`config.mk`:
```
export PLATFORM = sky130hd
export DESIGN_NAME = unbs_top
export DESIGN_NICKNAME = d
export VERILOG_FILES = /design/src/unbs_pkg.sv /design/src/unbs_frac_timer.sv /design/src/unbs_rate_sel.sv /design/src/unbs_top.sv
export SDC_FILE = /design/constraint.sdc
export NUM_CORES = 1
export LEC_CHECK = 0
export BUFFER_PORTS_ARGS = -buffer_cell sky130_fd_sc_hd__buf_4
export CAP_MARGIN = 20
export CORE_ASPECT_RATIO = 0.6
export CORE_MARGIN = 2
export CORE_UTILIZATION = 55
export CTS_BUF_LIST = sky130_fd_sc_hd__clkbuf_4
export DETAILED_ROUTE_END_ITERATION = 12
export GPL_TIMING_DRIVEN = 0
export PLACE_DENSITY = 0.72
export SYNTH_ARGS = -nofsm -noshare
export SYNTH_HDL_FRONTEND = slang
export SYNTH_SLANG_ARGS = --single-unit
```
`constraint.sdc`:
```
create_clock -name clock -period 4.46 [get_ports clock]
set_input_delay 0.446 -clock clock [delete_from_list [all_inputs] [get_ports clock]]
set_output_delay 0.446 -clock clock [all_outputs]
set_load 0.03 [all_outputs]
```
`src/unbs_pkg.sv`:
```
// Shared constants, register map and carrier types of the 9-bit serial port with baud selection
package unbs_pkg;

  // ----------------------------------------------------------------
  // Register byte offsets
  // ----------------------------------------------------------------
  localparam logic [31:0] OFF_SERIAL_CONTROL = 32'h0000_0000;
  localparam logic [31:0] OFF_SERIAL_BUFFER = 32'h0000_0004;
  localparam logic [31:0] OFF_POWER_CONTROL = 32'h0000_0008;
  localparam logic [31:0] OFF_T2_CONTROL = 32'h0000_000C;
  localparam logic [31:0] OFF_T1_RELOAD_HIGH = 32'h0000_0010;
  localparam logic [31:0] OFF_T2_RELOAD_PAIR = 32'h0000_0014;
  localparam logic [31:0] OFF_BAUD_TIMER_CONTROL = 32'h0000_0018;
  localparam logic [31:0] OFF_FRACTIONAL_DIVISOR = 32'h0000_001C;
  localparam logic [31:0] OFF_STATUS = 32'h0000_0020;

  // ----------------------------------------------------------------
  // Field positions and reset values
  // ----------------------------------------------------------------
  localparam int CTRL_MODE_UPPER = 7;
  localparam int CTRL_MODE_LOWER = 6;
  localparam int CTRL_MULTIPROC = 5;
  localparam int CTRL_RX_PERMIT = 4;
  localparam int CTRL_TX_NINTH = 3;
  localparam int CTRL_RX_NINTH = 2;
  localparam int CTRL_TX_DONE = 1;
  localparam int CTRL_RX_DONE = 0;
  localparam int PWR_RATE_DOUBLER = 7;
  localparam int T2C_RX_FROM_T2 = 5;
  localparam int T2C_TX_FROM_T2 = 4;
  localparam int BTC_ENABLE = 7;
  localparam int BTC_PRESCALE_MSB = 2;
  localparam int STAT_TX_BUSY = 1;
  localparam int STAT_RX_BUSY = 0;
  localparam logic [7:0] RST_BYTE = 8'h00;
  localparam logic [15:0] RST_PAIR = 16'h0000;
  localparam logic [2:0] HSIZE_WORD = 3'h2;

  // ----------------------------------------------------------------
  // Timing counts
  // ----------------------------------------------------------------
  localparam logic [2:0] M0_HALF_LAST = 3'h5;
  localparam logic [1:0] M2_DIV_SLOW_LAST = 2'h3;
  localparam logic [1:0] M2_DIV_FAST_LAST = 2'h1;
  localparam logic [3:0] T1_PRESCALE_LAST = 4'hB;
  localparam logic [0:0] T2_PRESCALE_LAST = 1'h1;
  localparam logic [3:0] OS_LAST = 4'hF;
  localparam logic [3:0] OS_MID = 4'h7;
  localparam logic [15:0] FRAC_STEP = 16'h0020;
  localparam logic [15:0] FRAC_BASE = 16'h0040;
  localparam logic [3:0] RX_BITS = 4'h9;
  localparam logic [3:0] TX_LEFT_9BIT = 4'hA;
  localparam logic [3:0] TX_LEFT_8BIT = 4'h9;
  localparam logic [3:0] M0_BIT_LAST = 4'h7;

  // ----------------------------------------------------------------
  // Types
  // ----------------------------------------------------------------
  typedef enum logic [1:0] {
    MODE_SHIFT = 2'b00,
    MODE_8BIT = 2'b01,
    MODE_9FIXED = 2'b10,
    MODE_9VAR = 2'b11
  } unbs_mode_t;

  typedef struct packed {
    unbs_mode_t mode;
    logic rate_doubler;
    logic rx_rate_from_t2;
    logic tx_rate_from_t2;
    logic frac_baud_enable;
    logic [2:0] prescale;
    logic [7:0] fractional_divisor;
    logic [7:0] t1_reload_high;
    logic [15:0] t2_reload_pair;
  } unbs_rate_cfg_t;

  typedef struct packed {
    logic tx16;
    logic rx16;
    logic m0_half;
  } unbs_ticks_t;

endpackage

```
`src/unbs_frac_timer.sv`:
```
// Fractional baud timer producing a 16x oversampling tick stream
`timescale 1ns/1ns
module unbs_frac_timer
(
  input wire logic clock,
  input wire logic nrst,
  input wire logic enable,
  input wire logic [2:0] prescale,
  input wire logic [7:0] fractional_divisor,
  output logic tick
);
  import unbs_pkg::*;

  logic [15:0] acc_q, acc_d;
  logic tick_q, tick_d;
  logic [15:0] span;
  logic [15:0] sum;

  // Each tick is worth 2^div*(fd+64) phase units, each clock adds 32
  always_comb
  begin
    span = ({8'h00, fractional_divisor} + FRAC_BASE) << prescale;
    sum = acc_q + FRAC_STEP;
    acc_d = sum;
    tick_d = 1'b0;
    if (!enable)
    begin
      acc_d = 16'h0000;
    end
    else if (sum >= span)
    begin
      acc_d = sum - span;
      tick_d = 1'b1;
    end
  end

  always_ff @(posedge clock or negedge nrst)
  begin
    if (!nrst)
    begin
      acc_q <= 16'h0000;
      tick_q <= 1'b0;
    end
    else
    begin
      acc_q <= acc_d;
      tick_q <= tick_d;
    end
  end

  assign tick = tick_q;
endmodule

```
`src/unbs_rate_sel.sv`:
```
// Rate timers and per-direction tick selection
`timescale 1ns/1ns
module unbs_rate_sel
(
  input wire logic clock,
  input wire logic nrst,
  input unbs_pkg::unbs_rate_cfg_t cfg,
  input wire logic frac_tick,
  output unbs_pkg::unbs_ticks_t ticks
);
  import unbs_pkg::*;

  logic [2:0] m0_cnt_q, m0_cnt_d;
  logic [1:0] m2_cnt_q, m2_cnt_d;
  logic [3:0] t1_pre_q, t1_pre_d;
  logic [7:0] t1_cnt_q, t1_cnt_d;
  logic t1_half_q, t1_half_d;
  logic [0:0] t2_pre_q, t2_pre_d;
  logic [15:0] t2_cnt_q, t2_cnt_d;
  unbs_ticks_t ticks_q, ticks_d;
  logic m2_tick, t1_tick, t2_tick, t2_run;

  always_comb
  begin
    m0_cnt_d = (m0_cnt_q == M0_HALF_LAST) ? 3'h0 : m0_cnt_q + 3'h1;
    m2_cnt_d = m2_cnt_q + 2'h1;
    m2_tick = (m2_cnt_q == (cfg.rate_doubler ? M2_DIV_FAST_LAST : M2_DIV_SLOW_LAST));
    if (m2_tick)
    begin
      m2_cnt_d = 2'h0;
    end
    // Timer 1: machine-cycle count, 8-bit autoreload
    t1_pre_d = (t1_pre_q == T1_PRESCALE_LAST) ? 4'h0 : t1_pre_q + 4'h1;
    t1_cnt_d = t1_cnt_q;
    t1_half_d = t1_half_q;
    t1_tick = 1'b0;
    if (t1_pre_q == T1_PRESCALE_LAST)
    begin
      t1_cnt_d = (t1_cnt_q == 8'hFF) ? cfg.t1_reload_high : t1_cnt_q + 8'h01;
      if (t1_cnt_q == 8'hFF)
      begin
        t1_half_d = ~t1_half_q;
        t1_tick = cfg.rate_doubler | t1_half_q;
      end
    end
    // Timer 2: counts every two clocks, 16-bit autoreload
    t2_run = cfg.rx_rate_from_t2 | cfg.tx_rate_from_t2;
    t2_pre_d = t2_pre_q;
    t2_cnt_d = t2_cnt_q;
    t2_tick = 1'b0;
    if (t2_run)
    begin
      t2_pre_d = t2_pre_q + 1'h1;
      if (t2_pre_q == T2_PRESCALE_LAST)
      begin
        t2_cnt_d = (t2_cnt_q == 16'hFFFF) ? cfg.t2_reload_pair : t2_cnt_q + 16'h0001;
        t2_tick = (t2_cnt_q == 16'hFFFF);
      end
    end
    else
    begin
      // Stopped timer follows the reload so the first period after a start is full
      t2_cnt_d = cfg.t2_reload_pair;
    end
    ticks_d.m0_half = (m0_cnt_q == M0_HALF_LAST);
    if (cfg.mode == MODE_9FIXED)
    begin
      ticks_d.tx16 = m2_tick;
      ticks_d.rx16 = m2_tick;
    end
    else if (cfg.frac_baud_enable)
    begin
      ticks_d.tx16 = frac_tick;
      ticks_d.rx16 = frac_tick;
    end
    else
    begin
      ticks_d.tx16 = cfg.tx_rate_from_t2 ? t2_tick : t1_tick;
      ticks_d.rx16 = cfg.rx_rate_from_t2 ? t2_tick : t1_tick;
    end
  end

  always_ff @(posedge clock or negedge nrst)
  begin
    if (!nrst)
    begin
      m0_cnt_q <= 3'h0;
      m2_cnt_q <= 2'h0;
      t1_pre_q <= 4'h0;
      t1_cnt_q <= RST_BYTE;
      t1_half_q <= 1'b0;
      t2_pre_q <= 1'h0;
      t2_cnt_q <= RST_PAIR;
      ticks_q <= '0;
    end
    else
    begin
      m0_cnt_q <= m0_cnt_d;
      m2_cnt_q <= m2_cnt_d;
      t1_pre_q <= t1_pre_d;
      t1_cnt_q <= t1_cnt_d;
      t1_half_q <= t1_half_d;
      t2_pre_q <= t2_pre_d;
      t2_cnt_q <= t2_cnt_d;
      ticks_q <= ticks_d;
    end
  end

  assign ticks = ticks_q;
endmodule

```
`src/unbs_top.sv`:
```
// Serial port top: AHB-Lite registers, transmit and receive sequencers
//
// The implementer's own choices: the register offsets and register access over AHB-Lite.
`timescale 1ns/1ns

module unbs_top
(
  input wire logic clock,
  input wire logic nrst,
  input wire logic hsel,
  input wire logic [31:0] haddr,
  input wire logic [1:0] htrans,
  input wire logic hwrite,
  input wire logic [2:0] hsize,
  input wire logic [31:0] hwdata,
  input wire logic hready,
  output logic hreadyout,
  output logic [31:0] hrdata,
  output logic hresp,
  input wire logic rxd_in,
  output logic rxd_out,
  output logic rxd_oe,
  output logic txd
);
  import unbs_pkg::*;

  typedef enum logic [1:0] {
    TX_IDLE = 2'b00,
    TX_WAIT = 2'b01,
    TX_SHIFT = 2'b10,
    TX_SYNC = 2'b11
  } unbs_tx_state_t;

  typedef enum logic [1:0] {
    RX_IDLE = 2'b00,
    RX_START = 2'b01,
    RX_DATA = 2'b10,
    RX_STOP = 2'b11
  } unbs_rx_state_t;

  // ----------------------------------------------------------------
  // Declarations
  // ----------------------------------------------------------------
  logic dp_wr_q, dp_wr_d, rd_pend_q, rd_pend_d, hready_q, hready_d;
  logic [31:0] dp_addr_q, dp_addr_d, hrdata_q, hrdata_d;
  logic [7:0] ctrl_q, ctrl_d, rxbuf_q, rxbuf_d, t1_rel_q, t1_rel_d, fdiv_q, fdiv_d;
  logic [15:0] t2_rel_q, t2_rel_d;
  logic doubler_q, doubler_d, rx_t2_q, rx_t2_d, tx_t2_q, tx_t2_d, frac_en_q, frac_en_d;
  logic [2:0] prescale_q, prescale_d;
  unbs_tx_state_t tx_state_q, tx_state_d;
  logic [10:0] tsr_q, tsr_d;
  logic [3:0] left_q, left_d, tx_os_q, tx_os_d;
  logic m0_phase_q, m0_phase_d, m0_rx_q, m0_rx_d;
  logic txd_q, txd_d, rxd_out_q, rxd_out_d, rxd_oe_q, rxd_oe_d;
  unbs_rx_state_t rx_state_q, rx_state_d;
  logic [3:0] rx_os_q, rx_os_d, rx_left_q, rx_left_d;
  logic [8:0] rsr_q, rsr_d;
  logic rxd_prev_q, rxd_prev_d;
  logic ap_valid, wr_en, tx_start, bit_edge, ev_tx_done, ev_m0_rx, ev_rx_store, rx_ninth_ev;
  logic [7:0] m0_byte;
  unbs_mode_t mode;
  unbs_rate_cfg_t cfg;
  unbs_ticks_t ticks;
  logic frac_tick;

  function automatic logic hits(input logic [31:0] addr, input logic [31:0] off);
    hits = (addr == off);
  endfunction

  // ----------------------------------------------------------------
  // Rate generation
  // ----------------------------------------------------------------
  always_comb
  begin
    cfg.mode = mode;
    cfg.rate_doubler = doubler_q;
    cfg.rx_rate_from_t2 = rx_t2_q;
    cfg.tx_rate_from_t2 = tx_t2_q;
    cfg.frac_baud_enable = frac_en_q;
    cfg.prescale = prescale_q;
    cfg.fractional_divisor = fdiv_q;
    cfg.t1_reload_high = t1_rel_q;
    cfg.t2_reload_pair = t2_rel_q;
  end

  unbs_frac_timer u_frac
  (
    .clock(clock),
    .nrst(nrst),
    .enable(frac_en_q),
    .prescale(prescale_q),
    .fractional_divisor(fdiv_q),
    .tick(frac_tick)
  );

  unbs_rate_sel u_rate
  (
    .clock(clock),
    .nrst(nrst),
    .cfg(cfg),
    .frac_tick(frac_tick),
    .ticks(ticks)
  );

  // ----------------------------------------------------------------
  // Bus slave and register file
  // ----------------------------------------------------------------
  assign mode = unbs_mode_t'({ctrl_q[CTRL_MODE_UPPER], ctrl_q[CTRL_MODE_LOWER]});
  assign ap_valid = hsel && hready && htrans[1] && (hsize == HSIZE_WORD);
  assign wr_en = dp_wr_q;
  assign tx_start = wr_en && hits(dp_addr_q, OFF_SERIAL_BUFFER);

  always_comb
  begin
    dp_wr_d = ap_valid && hwrite;
    rd_pend_d = ap_valid && !hwrite;
    dp_addr_d = ap_valid ? haddr : dp_addr_q;
    // Reads take one wait state so they see writes of the previous data phase
    hready_d = !(ap_valid && !hwrite);
    hrdata_d = hrdata_q;
    if (rd_pend_q)
    begin
      hrdata_d = 32'h0000_0000;
      if (hits(dp_addr_q, OFF_SERIAL_CONTROL)) hrdata_d[7:0] = ctrl_q;
      if (hits(dp_addr_q, OFF_SERIAL_BUFFER)) hrdata_d[7:0] = rxbuf_q;
      if (hits(dp_addr_q, OFF_POWER_CONTROL)) hrdata_d[PWR_RATE_DOUBLER] = doubler_q;
      if (hits(dp_addr_q, OFF_T2_CONTROL))
      begin
        hrdata_d[T2C_RX_FROM_T2] = rx_t2_q;
        hrdata_d[T2C_TX_FROM_T2] = tx_t2_q;
      end
      if (hits(dp_addr_q, OFF_T1_RELOAD_HIGH)) hrdata_d[7:0] = t1_rel_q;
      if (hits(dp_addr_q, OFF_T2_RELOAD_PAIR)) hrdata_d[15:0] = t2_rel_q;
      if (hits(dp_addr_q, OFF_BAUD_TIMER_CONTROL))
      begin
        hrdata_d[BTC_ENABLE] = frac_en_q;
        hrdata_d[BTC_PRESCALE_MSB:0] = prescale_q;
      end
      if (hits(dp_addr_q, OFF_FRACTIONAL_DIVISOR)) hrdata_d[7:0] = fdiv_q;
      if (hits(dp_addr_q, OFF_STATUS))
      begin
        hrdata_d[STAT_TX_BUSY] = (tx_state_q != TX_IDLE);
        hrdata_d[STAT_RX_BUSY] = (rx_state_q != RX_IDLE) || (tx_state_q == TX_SYNC && m0_rx_q);
      end
    end
  end

  always_comb
  begin
    ctrl_d = ctrl_q;
    doubler_d = doubler_q;
    rx_t2_d = rx_t2_q;
    tx_t2_d = tx_t2_q;
    t1_rel_d = t1_rel_q;
    t2_rel_d = t2_rel_q;
    frac_en_d = frac_en_q;
    prescale_d = prescale_q;
    fdiv_d = fdiv_q;
    rxbuf_d = rxbuf_q;
    if (wr_en)
    begin
      if (hits(dp_addr_q, OFF_SERIAL_CONTROL)) ctrl_d = hwdata[7:0];
      if (hits(dp_addr_q, OFF_POWER_CONTROL)) doubler_d = hwdata[PWR_RATE_DOUBLER];
      if (hits(dp_addr_q, OFF_T2_CONTROL))
      begin
        rx_t2_d = hwdata[T2C_RX_FROM_T2];
        tx_t2_d = hwdata[T2C_TX_FROM_T2];
      end
      if (hits(dp_addr_q, OFF_T1_RELOAD_HIGH)) t1_rel_d = hwdata[7:0];
      if (hits(dp_addr_q, OFF_T2_RELOAD_PAIR)) t2_rel_d = hwdata[15:0];
      if (hits(dp_addr_q, OFF_BAUD_TIMER_CONTROL))
      begin
        frac_en_d = hwdata[BTC_ENABLE];
        prescale_d = hwdata[BTC_PRESCALE_MSB:0];
      end
      if (hits(dp_addr_q, OFF_FRACTIONAL_DIVISOR)) fdiv_d = hwdata[7:0];
    end
    // Hardware sets win over a software clear in the same cycle
    if (ev_tx_done) ctrl_d[CTRL_TX_DONE] = 1'b1;
    if (ev_rx_store)
    begin
      ctrl_d[CTRL_RX_DONE] = 1'b1;
      ctrl_d[CTRL_RX_NINTH] = ev_m0_rx ? ctrl_q[CTRL_RX_NINTH] : rx_ninth_ev;
      rxbuf_d = ev_m0_rx ? m0_byte : rsr_q[8:1];
    end
  end

  // ----------------------------------------------------------------
  // Transmit sequencer, also runs shift register mode
  // ----------------------------------------------------------------
  always_comb
  begin
    tx_state_d = tx_state_q;
    tsr_d = tsr_q;
    left_d = left_q;
    tx_os_d = ticks.tx16 ? tx_os_q + 4'h1 : tx_os_q;
    m0_phase_d = m0_phase_q;
    m0_rx_d = m0_rx_q;
    txd_d = txd_q;
    rxd_out_d = rxd_out_q;
    rxd_oe_d = rxd_oe_q;
    ev_tx_done = 1'b0;
    ev_m0_rx = 1'b0;
    m0_byte = {rxd_in, tsr_q[7:1]};
    bit_edge = ticks.tx16 && (tx_os_q == OS_LAST);
    if (tx_start)
    begin
      left_d = 4'h0;
      if (mode == MODE_SHIFT)
      begin
        tx_state_d = TX_SYNC;
        tsr_d = {3'b111, hwdata[7:0]};
        m0_rx_d = 1'b0;
        m0_phase_d = 1'b0;
        rxd_oe_d = 1'b1;
        rxd_out_d = hwdata[0];
        txd_d = 1'b1;
      end
      else
      begin
        tx_state_d = TX_WAIT;
        tsr_d = {1'b1, (mode == MODE_8BIT) ? 1'b1 : ctrl_q[CTRL_TX_NINTH], hwdata[7:0], 1'b0};
      end
    end
    else
    begin
      unique case (tx_state_q)
        TX_IDLE:
        begin
          if (mode == MODE_SHIFT && ctrl_q[CTRL_RX_PERMIT] && !ctrl_q[CTRL_RX_DONE])
          begin
            tx_state_d = TX_SYNC;
            m0_rx_d = 1'b1;
            m0_phase_d = 1'b0;
            left_d = 4'h0;
            rxd_oe_d = 1'b0;
          end
        end
        TX_WAIT:
        begin
          if (bit_edge)
          begin
            txd_d = tsr_q[0];
            tsr_d = {1'b1, tsr_q[10:1]};
            left_d = (mode == MODE_8BIT) ? TX_LEFT_8BIT : TX_LEFT_9BIT;
            tx_state_d = TX_SHIFT;
          end
        end
        TX_SHIFT:
        begin
          if (bit_edge)
          begin
            if (left_q == 4'h0)
            begin
              tx_state_d = TX_IDLE;
            end
            else
            begin
              txd_d = tsr_q[0];
              tsr_d = {1'b1, tsr_q[10:1]};
              left_d = left_q - 4'h1;
              ev_tx_done = (left_q == 4'h1);
            end
          end
        end
        TX_SYNC:
        begin
          if (ticks.m0_half)
          begin
            m0_phase_d = ~m0_phase_q;
            txd_d = m0_phase_q;
            if (m0_phase_q)
            begin
              left_d = left_q + 4'h1;
              tsr_d[7:0] = m0_rx_q ? m0_byte : {1'b1, tsr_q[7:1]};
              rxd_out_d = tsr_q[1];
              if (left_q == M0_BIT_LAST)
              begin
                tx_state_d = TX_IDLE;
                rxd_oe_d = 1'b0;
                ev_m0_rx = m0_rx_q;
                ev_tx_done = !m0_rx_q;
              end
            end
          end
        end
      endcase
    end
  end

  // ----------------------------------------------------------------
  // Receive sequencer for framed modes
  // ----------------------------------------------------------------
  always_comb
  begin
    rx_state_d = rx_state_q;
    rx_os_d = ticks.rx16 ? rx_os_q + 4'h1 : rx_os_q;
    rx_left_d = rx_left_q;
    rsr_d = rsr_q;
    rxd_prev_d = rxd_in;
    ev_rx_store = ev_m0_rx;
    rx_ninth_ev = rxd_in;
    unique case (rx_state_q)
      RX_IDLE:
      begin
        rx_os_d = 4'h0;
        if (mode != MODE_SHIFT && ctrl_q[CTRL_RX_PERMIT] && rxd_prev_q && !rxd_in)
        begin
          rx_state_d = RX_START;
        end
      end
      RX_START:
      begin
        // Start bit re-checked at mid-bit to reject glitches
        if (ticks.rx16 && rx_os_q == OS_MID)
        begin
          rx_os_d = 4'h0;
          rx_left_d = RX_BITS;
          rx_state_d = rxd_in ? RX_IDLE : RX_DATA;
        end
      end
      RX_DATA:
      begin
        if (ticks.rx16 && rx_os_q == OS_LAST)
        begin
          rsr_d = {rxd_in, rsr_q[8:1]};
          rx_left_d = rx_left_q - 4'h1;
          if (rx_left_q == 4'h1)
          begin
            rx_state_d = RX_STOP;
            ev_rx_store = !ctrl_q[CTRL_RX_DONE] && (!ctrl_q[CTRL_MULTIPROC] || rxd_in);
          end
        end
      end
      RX_STOP:
      begin
        if (rxd_in)
        begin
          rx_state_d = RX_IDLE;
        end
      end
    endcase
  end

  // ----------------------------------------------------------------
  // State registers
  // ----------------------------------------------------------------
  always_ff @(posedge clock or negedge nrst)
  begin
    if (!nrst)
    begin
      dp_wr_q <= 1'b0;
      rd_pend_q <= 1'b0;
      hready_q <= 1'b1;
      dp_addr_q <= 32'h0000_0000;
      hrdata_q <= 32'h0000_0000;
      ctrl_q <= RST_BYTE;
      rxbuf_q <= RST_BYTE;
      doubler_q <= 1'b0;
      rx_t2_q <= 1'b0;
      tx_t2_q <= 1'b0;
      t1_rel_q <= RST_BYTE;
      t2_rel_q <= RST_PAIR;
      frac_en_q <= 1'b0;
      prescale_q <= 3'h0;
      fdiv_q <= RST_BYTE;
      tx_state_q <= TX_IDLE;
      tsr_q <= 11'h7FF;
      left_q <= 4'h0;
      tx_os_q <= 4'h0;
      m0_phase_q <= 1'b0;
      m0_rx_q <= 1'b0;
      txd_q <= 1'b1;
      rxd_out_q <= 1'b1;
      rxd_oe_q <= 1'b0;
      rx_state_q <= RX_IDLE;
      rx_os_q <= 4'h0;
      rx_left_q <= 4'h0;
      rsr_q <= 9'h000;
      rxd_prev_q <= 1'b1;
    end
    else
    begin
      dp_wr_q <= dp_wr_d;
      rd_pend_q <= rd_pend_d;
      hready_q <= hready_d;
      dp_addr_q <= dp_addr_d;
      hrdata_q <= hrdata_d;
      ctrl_q <= ctrl_d;
      rxbuf_q <= rxbuf_d;
      doubler_q <= doubler_d;
      rx_t2_q <= rx_t2_d;
      tx_t2_q <= tx_t2_d;
      t1_rel_q <= t1_rel_d;
      t2_rel_q <= t2_rel_d;
      frac_en_q <= frac_en_d;
      prescale_q <= prescale_d;
      fdiv_q <= fdiv_d;
      tx_state_q <= tx_state_d;
      tsr_q <= tsr_d;
      left_q <= left_d;
      tx_os_q <= tx_os_d;
      m0_phase_q <= m0_phase_d;
      m0_rx_q <= m0_rx_d;
      txd_q <= txd_d;
      rxd_out_q <= rxd_out_d;
      rxd_oe_q <= rxd_oe_d;
      rx_state_q <= rx_state_d;
      rx_os_q <= rx_os_d;
      rx_left_q <= rx_left_d;
      rsr_q <= rsr_d;
      rxd_prev_q <= rxd_prev_d;
    end
  end

  assign hreadyout = hready_q;
  assign hrdata = hrdata_q;
  assign hresp = 1'b0;
  assign txd = txd_q;
  assign rxd_out = rxd_out_q;
  assign rxd_oe = rxd_oe_q;
endmodule

```
==> results of run 1 <==
## path summary, 6_finish.rpt
check | from | cells past startpoint | slack, ps | end
max | prescale_q[1]$_DFFE_PN0P_ | 13 | 400 | u_frac.acc_q[1]$_DFFE_PN0P_
min | hwdata[4] | 3 | 70 | ctrl_q[4]$_DFFE_PN0P_
max reg2reg | prescale_q[1]$_DFFE_PN0P_ | 13 | 400 | u_frac.acc_q[1]$_DFFE_PN0P_
min reg2reg | u_rate.m2_cnt_q[0]$_DFF_PN0_ | 1 | 450 | u_rate.m2_cnt_q[0]$_DFF_PN0_
max in group asynchronous | nrst | 3 | 3010 | dp_addr_q[15]$_DFFE_PN0P_
min in group asynchronous | nrst | 2 | 410 | u_frac.acc_q[10]$_DFF_PN0_
## timing repair
item                                   CTS  global route
endpoints found under the hold margin  136             0
hold buffers                            43             0
buffers inserted                         0             0
## cell usage after synthesis, types with 12 or more instances
library cell  count  share of area
dfrtp_1         191           0.43
nor2_1           90          0.030
nand2_1          87          0.029
a21oi_1          83          0.037
mux2_2           80          0.081
o21ai_0          68          0.031
nand3_1          53          0.024
inv_1            40          0.013
ha_1             35          0.039
mux2i_1          34          0.031
clkbuf_1         28         0.0094
buf_4            22          0.015
xnor2_1          22          0.017
nand4_1          17         0.0096
a22oi_1          15          0.010
xor2_1           15          0.012
and3_1           14         0.0079
dfstp_2          14          0.033
a211oi_1         13         0.0088
a31oi_1          12         0.0067
nand2b_1         12         0.0067
## final cells by class
class | count | area [um2]
well taps | 273 | 342
fillers | 1623 | 6710
multi-input cells | 807 | 5470
repair buffers | 122 | 1050
clock inverters | 19 | 126
inverters | 41 | 155
clock buffers | 68 | 510
plain buffers | 67 | 409
flip-flops and latches | 205 | 5150
## per-layer routing
metal  share of wire  vias up  GRT usage
met3           0.094       36     0.0736
met5               0        -          0
met2            0.40      399      0.380
met4           0.012        0     0.0703
li1                -     4350          -
met1            0.49     4413      0.432
## logic make-up (layout without fill, tap and decap cells)
group,after synthesis,in the layout,share of synthesized area
flip-flops,205,205,0.463
other,1,17,0.000337
AO/OA/AOI/OAI,251,251,0.136
XOR/XNOR,37,37,0.0291
AND/OR/NAND/NOR,341,341,0.153
adder cells (fa/ha/maj),36,36,0.0412
buffers and inverters,108,317,0.0507
multiplexers,125,125,0.127
## report_power, final
group	total, uW	internal, uW	switching, uW
sequential	2550	2240	310
combinational	2200	949	1250
clock	1610	823	783
total	6350	4010	2350
## sequential cells by signal, summed over array words and instances, names as in the netlist, 8 cells and up, named ones only
name / flops
rxbuf_q: 8
u_rate.t1_cnt_q: 8
fdiv_q: 8
rsr_q: 8
ctrl_q: 8
dp_addr_q: 32
tsr_q: 10
t1_rel_q: 8
u_frac.acc_q: 16
u_rate.t2_cnt_q: 16
t2_rel_q: 16
hrdata: 16
## critical path, stage by stage, from the launching register on
cell and delay (ps):
dfrtp_1 400, buf_1 410, clkbuf_1 390, nor2b_1 290, a32oi_1 170, ha_1 380
a21oi_1 250, o21ai_0 180, a31oi_1 240, o311ai_2 160, a211o_1 320, a21o_1 240
buf_2 220, a211oi_1 300
## stage by stage
| step | util | area (um2) |
|---|---|---|
| global placement | 0.608 | 12100 |
| global route | 0.663 | 13200 |
| floorplan | - | 11200 |
| finish | 0.663 | 13200 |
| CTS | 0.663 | 13200 |
| detailed placement | 0.609 | 12100 |
==> metrics.csv, run 1 <==
metric,value,unit
outcome,finished clean,
Unique masters post-synth,81,
Fin Setup TNS,0,ps
crit path time final,4060,ps
vias in the first global route,8767,
# diodes,0,
H-tree lvl count,2,
Critical Path RT,5020,ps
CP Class,reg2reg,
insertion delay to the later sink of the worst-skew pair,680,ps
Peak supply drop,0.000277,V
CTS sink count,205,
max frequency,0.247,GHz
first-pass GRT wire length,46900,um
IO Count,112,
Synth Warn #,0,
max capacitance violation total,0,
initial antenna violation count,0,
area of the die,21400,um2
DR vias/cell,5.74,
"commonest non-fill, non-tap cells in the layout","dfrtp_1, buf_4, nor2_1, nand2_1, a21oi_1",
Vert. Die Dim,114,um
grt ovf,0,
dpl cells,1471,
setup violators final,0,
Std-Cell Rows,40,
vias,9198,
Routed WL,28900,um
die width,188,um
drt drc,0,
share of cells above drive strength 1,0.242,
Max Slew Vio Count,0,
Slew HR,0.309,
clk root buf,clkbuf_4,
pre-CTS setup slack,524,ps
nets,1405,
crit path DAT,4610,ps
actual slew at the worst max-slew pin,1030,ps
CP Launch Type,flop,
synthesis-to-layout area growth,18.8,%
drt wl/cell,18.0,um
worst hold slack,71.0,ps
CTS tree,built,
maximum clock insertion buffer count,3,
Setup crit end kind,flop,
Yosys reg bits,205,
Final WS setup,405,ps
PwrDens,481,nW/um2
Worst-path clk slew,70,ps
Max Clock Skew,32.1,ps
GP Congestion,0.943,
"most common cell after layout, fill and taps aside",dfrtp_1,
port bufs,77,
final hold viol count,0,
Synth Flop Type,dfrtp_1,
starting density of the core,0.558,
GRT Overall Usage,0.277,
worst-path fanout max,10,
ys async rst share,1.00,
number of synthesized flops with an enable pin,0,
Tcrit/Tclk final,0.909,
post-DP HPWL,20200,um
Starting DRT DRC Count,828,
synthesized instance count,1104,
"antenna viol nets, final",0,
core area,19900,um2
sequential area share after synthesis,0.463,
Syn Std Cell Area,11100,um2
LEAKAGE,0.00595,uW
RSZ-0062 raised after global routing,false,
Pwr Total,6350,uW
DR pass1 iterations,6,
Mapped Avg Cell Area,10.1,um2
CTS Buf Count,50,
hold crit path type,in2reg,
Finished Layout Cells,1602,
post-CTS sizing,0,
largest net degree at the start of global routing,113,
No activity file was read; power rests on OpenSTA's default activity.
==> inputs of run 2 (changes only) <==
==> constraint.sdc (replaced) <==
create_clock -name clock -period 4.3 [get_ports clock]
set_input_delay 0.43 -clock clock [delete_from_list [all_inputs] [get_ports clock]]
set_output_delay 0.43 -clock clock [all_outputs]
set_load 0.03 [all_outputs]
==> run 2 against run 1 <==
Critical path type unchanged; die area is the same; highest routed layer unchanged; clock skew shrank 1.2 ps; largest power group unchanged; count of clock-buffer cells in the layout is the same; clock power grew 3%; combinational power grew 4%; routed wire length grew 0.33%; largest cell class unchanged; cell area is essentially flat.
==> metrics.csv, run 2 (same netlist as run 1, synthesis figures left out) <==
metric,value,unit
outcome,finished clean,
drt wl/cell,18.1,um
footprint of the multi-input gates,5470,um2
max FFs per register,32,
CP Launch Type,flop,
hold crit path type,in2reg,
share of cells above drive strength 1,0.242,
die width,188,um
post-DP HPWL,20200,um
RSZ-0062 raised after global routing,false,
Fin Setup TNS,0,ps
actual slew at the worst max-slew pin,1030,ps
initial antenna violation count,0,
Finished Layout Cells,1603,
Worst path max stage delay,410,ps
IO Count,112,
Critical Path RT,4860,ps
post-CTS setup buffers,0,
CTS Buf Count,50,
H-tree lvl count,2,
worst-path fanout max,10,
"Max stage delay cell, worst path",clkbuf_1,
DR vias/cell,5.75,
crit path time final,3980,ps
insertion delay to the later sink of the worst-skew pair,680,ps
largest net degree at the start of global routing,113,
GP Congestion,0.943,
final hold viol count,0,
Worst-path clk slew,70,ps
max capacitance violation total,0,
Routed WL,29000,um
vias,9214,
clk root buf,clkbuf_4,
Vert. Die Dim,114,um
"most common cell after layout, fill and taps aside",dfrtp_1,
Storage cell area,5150,um2
final design utilization,0.664,
CTS sink count,205,
starting density of the core,0.558,
first-pass GRT wire length,47000,um
LEAKAGE,0.00596,uW
Std-Cell Rows,40,
PwrDens,498,nW/um2
CP Class,reg2reg,
DR pass1 iterations,5,
Slew HR,0.306,
grt ovf,0,
"commonest non-fill, non-tap cells in the layout","dfrtp_1, buf_4, nor2_1, nand2_1, a21oi_1",
crit path DAT,4530,ps
Tcrit/Tclk final,0.925,
pre-CTS setup slack,364,ps
worst hold slack,60.8,ps
area of the die,21400,um2
Filler Cells Inserted,1625,
core area,19900,um2
Max Clock Skew,30.9,ps
GRT Overall Usage,0.277,
crit-path cells,clkbuf_1 -> clkbuf_1 -> nor3_1 -> ha_1 -> fa_1 -> nand2b_1 -> a211oi_1 -> nor3_2 -> o311ai_2 -> a211o_1 -> a21o_1 -> buf_4 -> nor2_1 -> a211oi_1,
Max Slew Vio Count,0,
maximum clock insertion buffer count,3,
vias in the first global route,8775,
drt drc,0,
Final WS setup,324,ps
Largest Register,dp_addr_q,
CTS tree,built,
setup violators final,0,
dpl cells,1471,
Peak supply drop,0.000286,V
max frequency,0.252,GHz
Setup crit end kind,flop,
"antenna viol nets, final",0,
# diodes,0,
synthesis-to-layout area growth,18.9,%
Starting DRT DRC Count,814,
port bufs,77,
nets,1406,
run 2: cell type report:
class                      count  share of cell area
timing repair buffer         123              0.0801
clock inverter                19             0.00956
inverter                      41              0.0117
tap                          273              0.0258
clock buffer                  68              0.0386
buffer                        67              0.0310
multi-input combinational    807               0.414
sequential                   205               0.389
run 2: path summary, 6_finish.rpt:
kind,startpoint,depth (start not counted),to,slack [ps]
worst max-delay path,prescale_q[2]$_DFFE_PN0P_,14,u_frac.acc_q[1]$_DFFE_PN0P_,320
worst min-delay path,hwdata[6],3,ctrl_q[6]$_DFFE_PN0P_,60
worst max register to register,prescale_q[2]$_DFFE_PN0P_,14,u_frac.acc_q[1]$_DFFE_PN0P_,320
worst min register to register,u_rate.m2_cnt_q[0]$_DFF_PN0_,1,u_rate.m2_cnt_q[0]$_DFF_PN0_,450
max in group asynchronous,nrst,3,dp_addr_q[19]$_DFFE_PN0P_,2890
min in group asynchronous,nrst,2,u_frac.acc_q[10]$_DFF_PN0_,400
run 2: critical path, delay by kind of cell, from the launching register on:
kind / cells / cell delay (ps)
AOI/OAI and AO/OA: 5 / 1270
adders and majority gates: 2 / 640
buffers and inverters: 3 / 1050
DFF: 1 / 390
and+or+nand+nor: 4 / 540
run 2: power by group:
group          switching [uW]  internal [uW]  total [uW]
clock network             809            854        1660
registers                 325           2320        2640
logic                    1300            985        2280
run 2: through the flow:
step / cell area [um2] / power [uW]
3_3_place_gp: 12100 / 4790
3_5_place_dp: 12100 / 4870
2_1_floorplan: 11200 / 4250
5_1_grt: 13200 / 7040
4_1_cts: 13200 / 6590
6_report: 13200 / 6590
run 2: per-layer routing:
metal / wire length (um) / global-route usage
met2: 11800 / 0.380
met4: 321 / 0.0703
met1: 14300 / 0.432
met5: 0 / 0
met3: 2590 / 0.0736
run 2: timing repair:
action / 4_1_cts / 5_1_grt
endpoints found under the hold margin: 137 / 0
hold buffers: 44 / 0
endpoints found under the setup margin: 0 / 2
resized for setup: 0 / 1
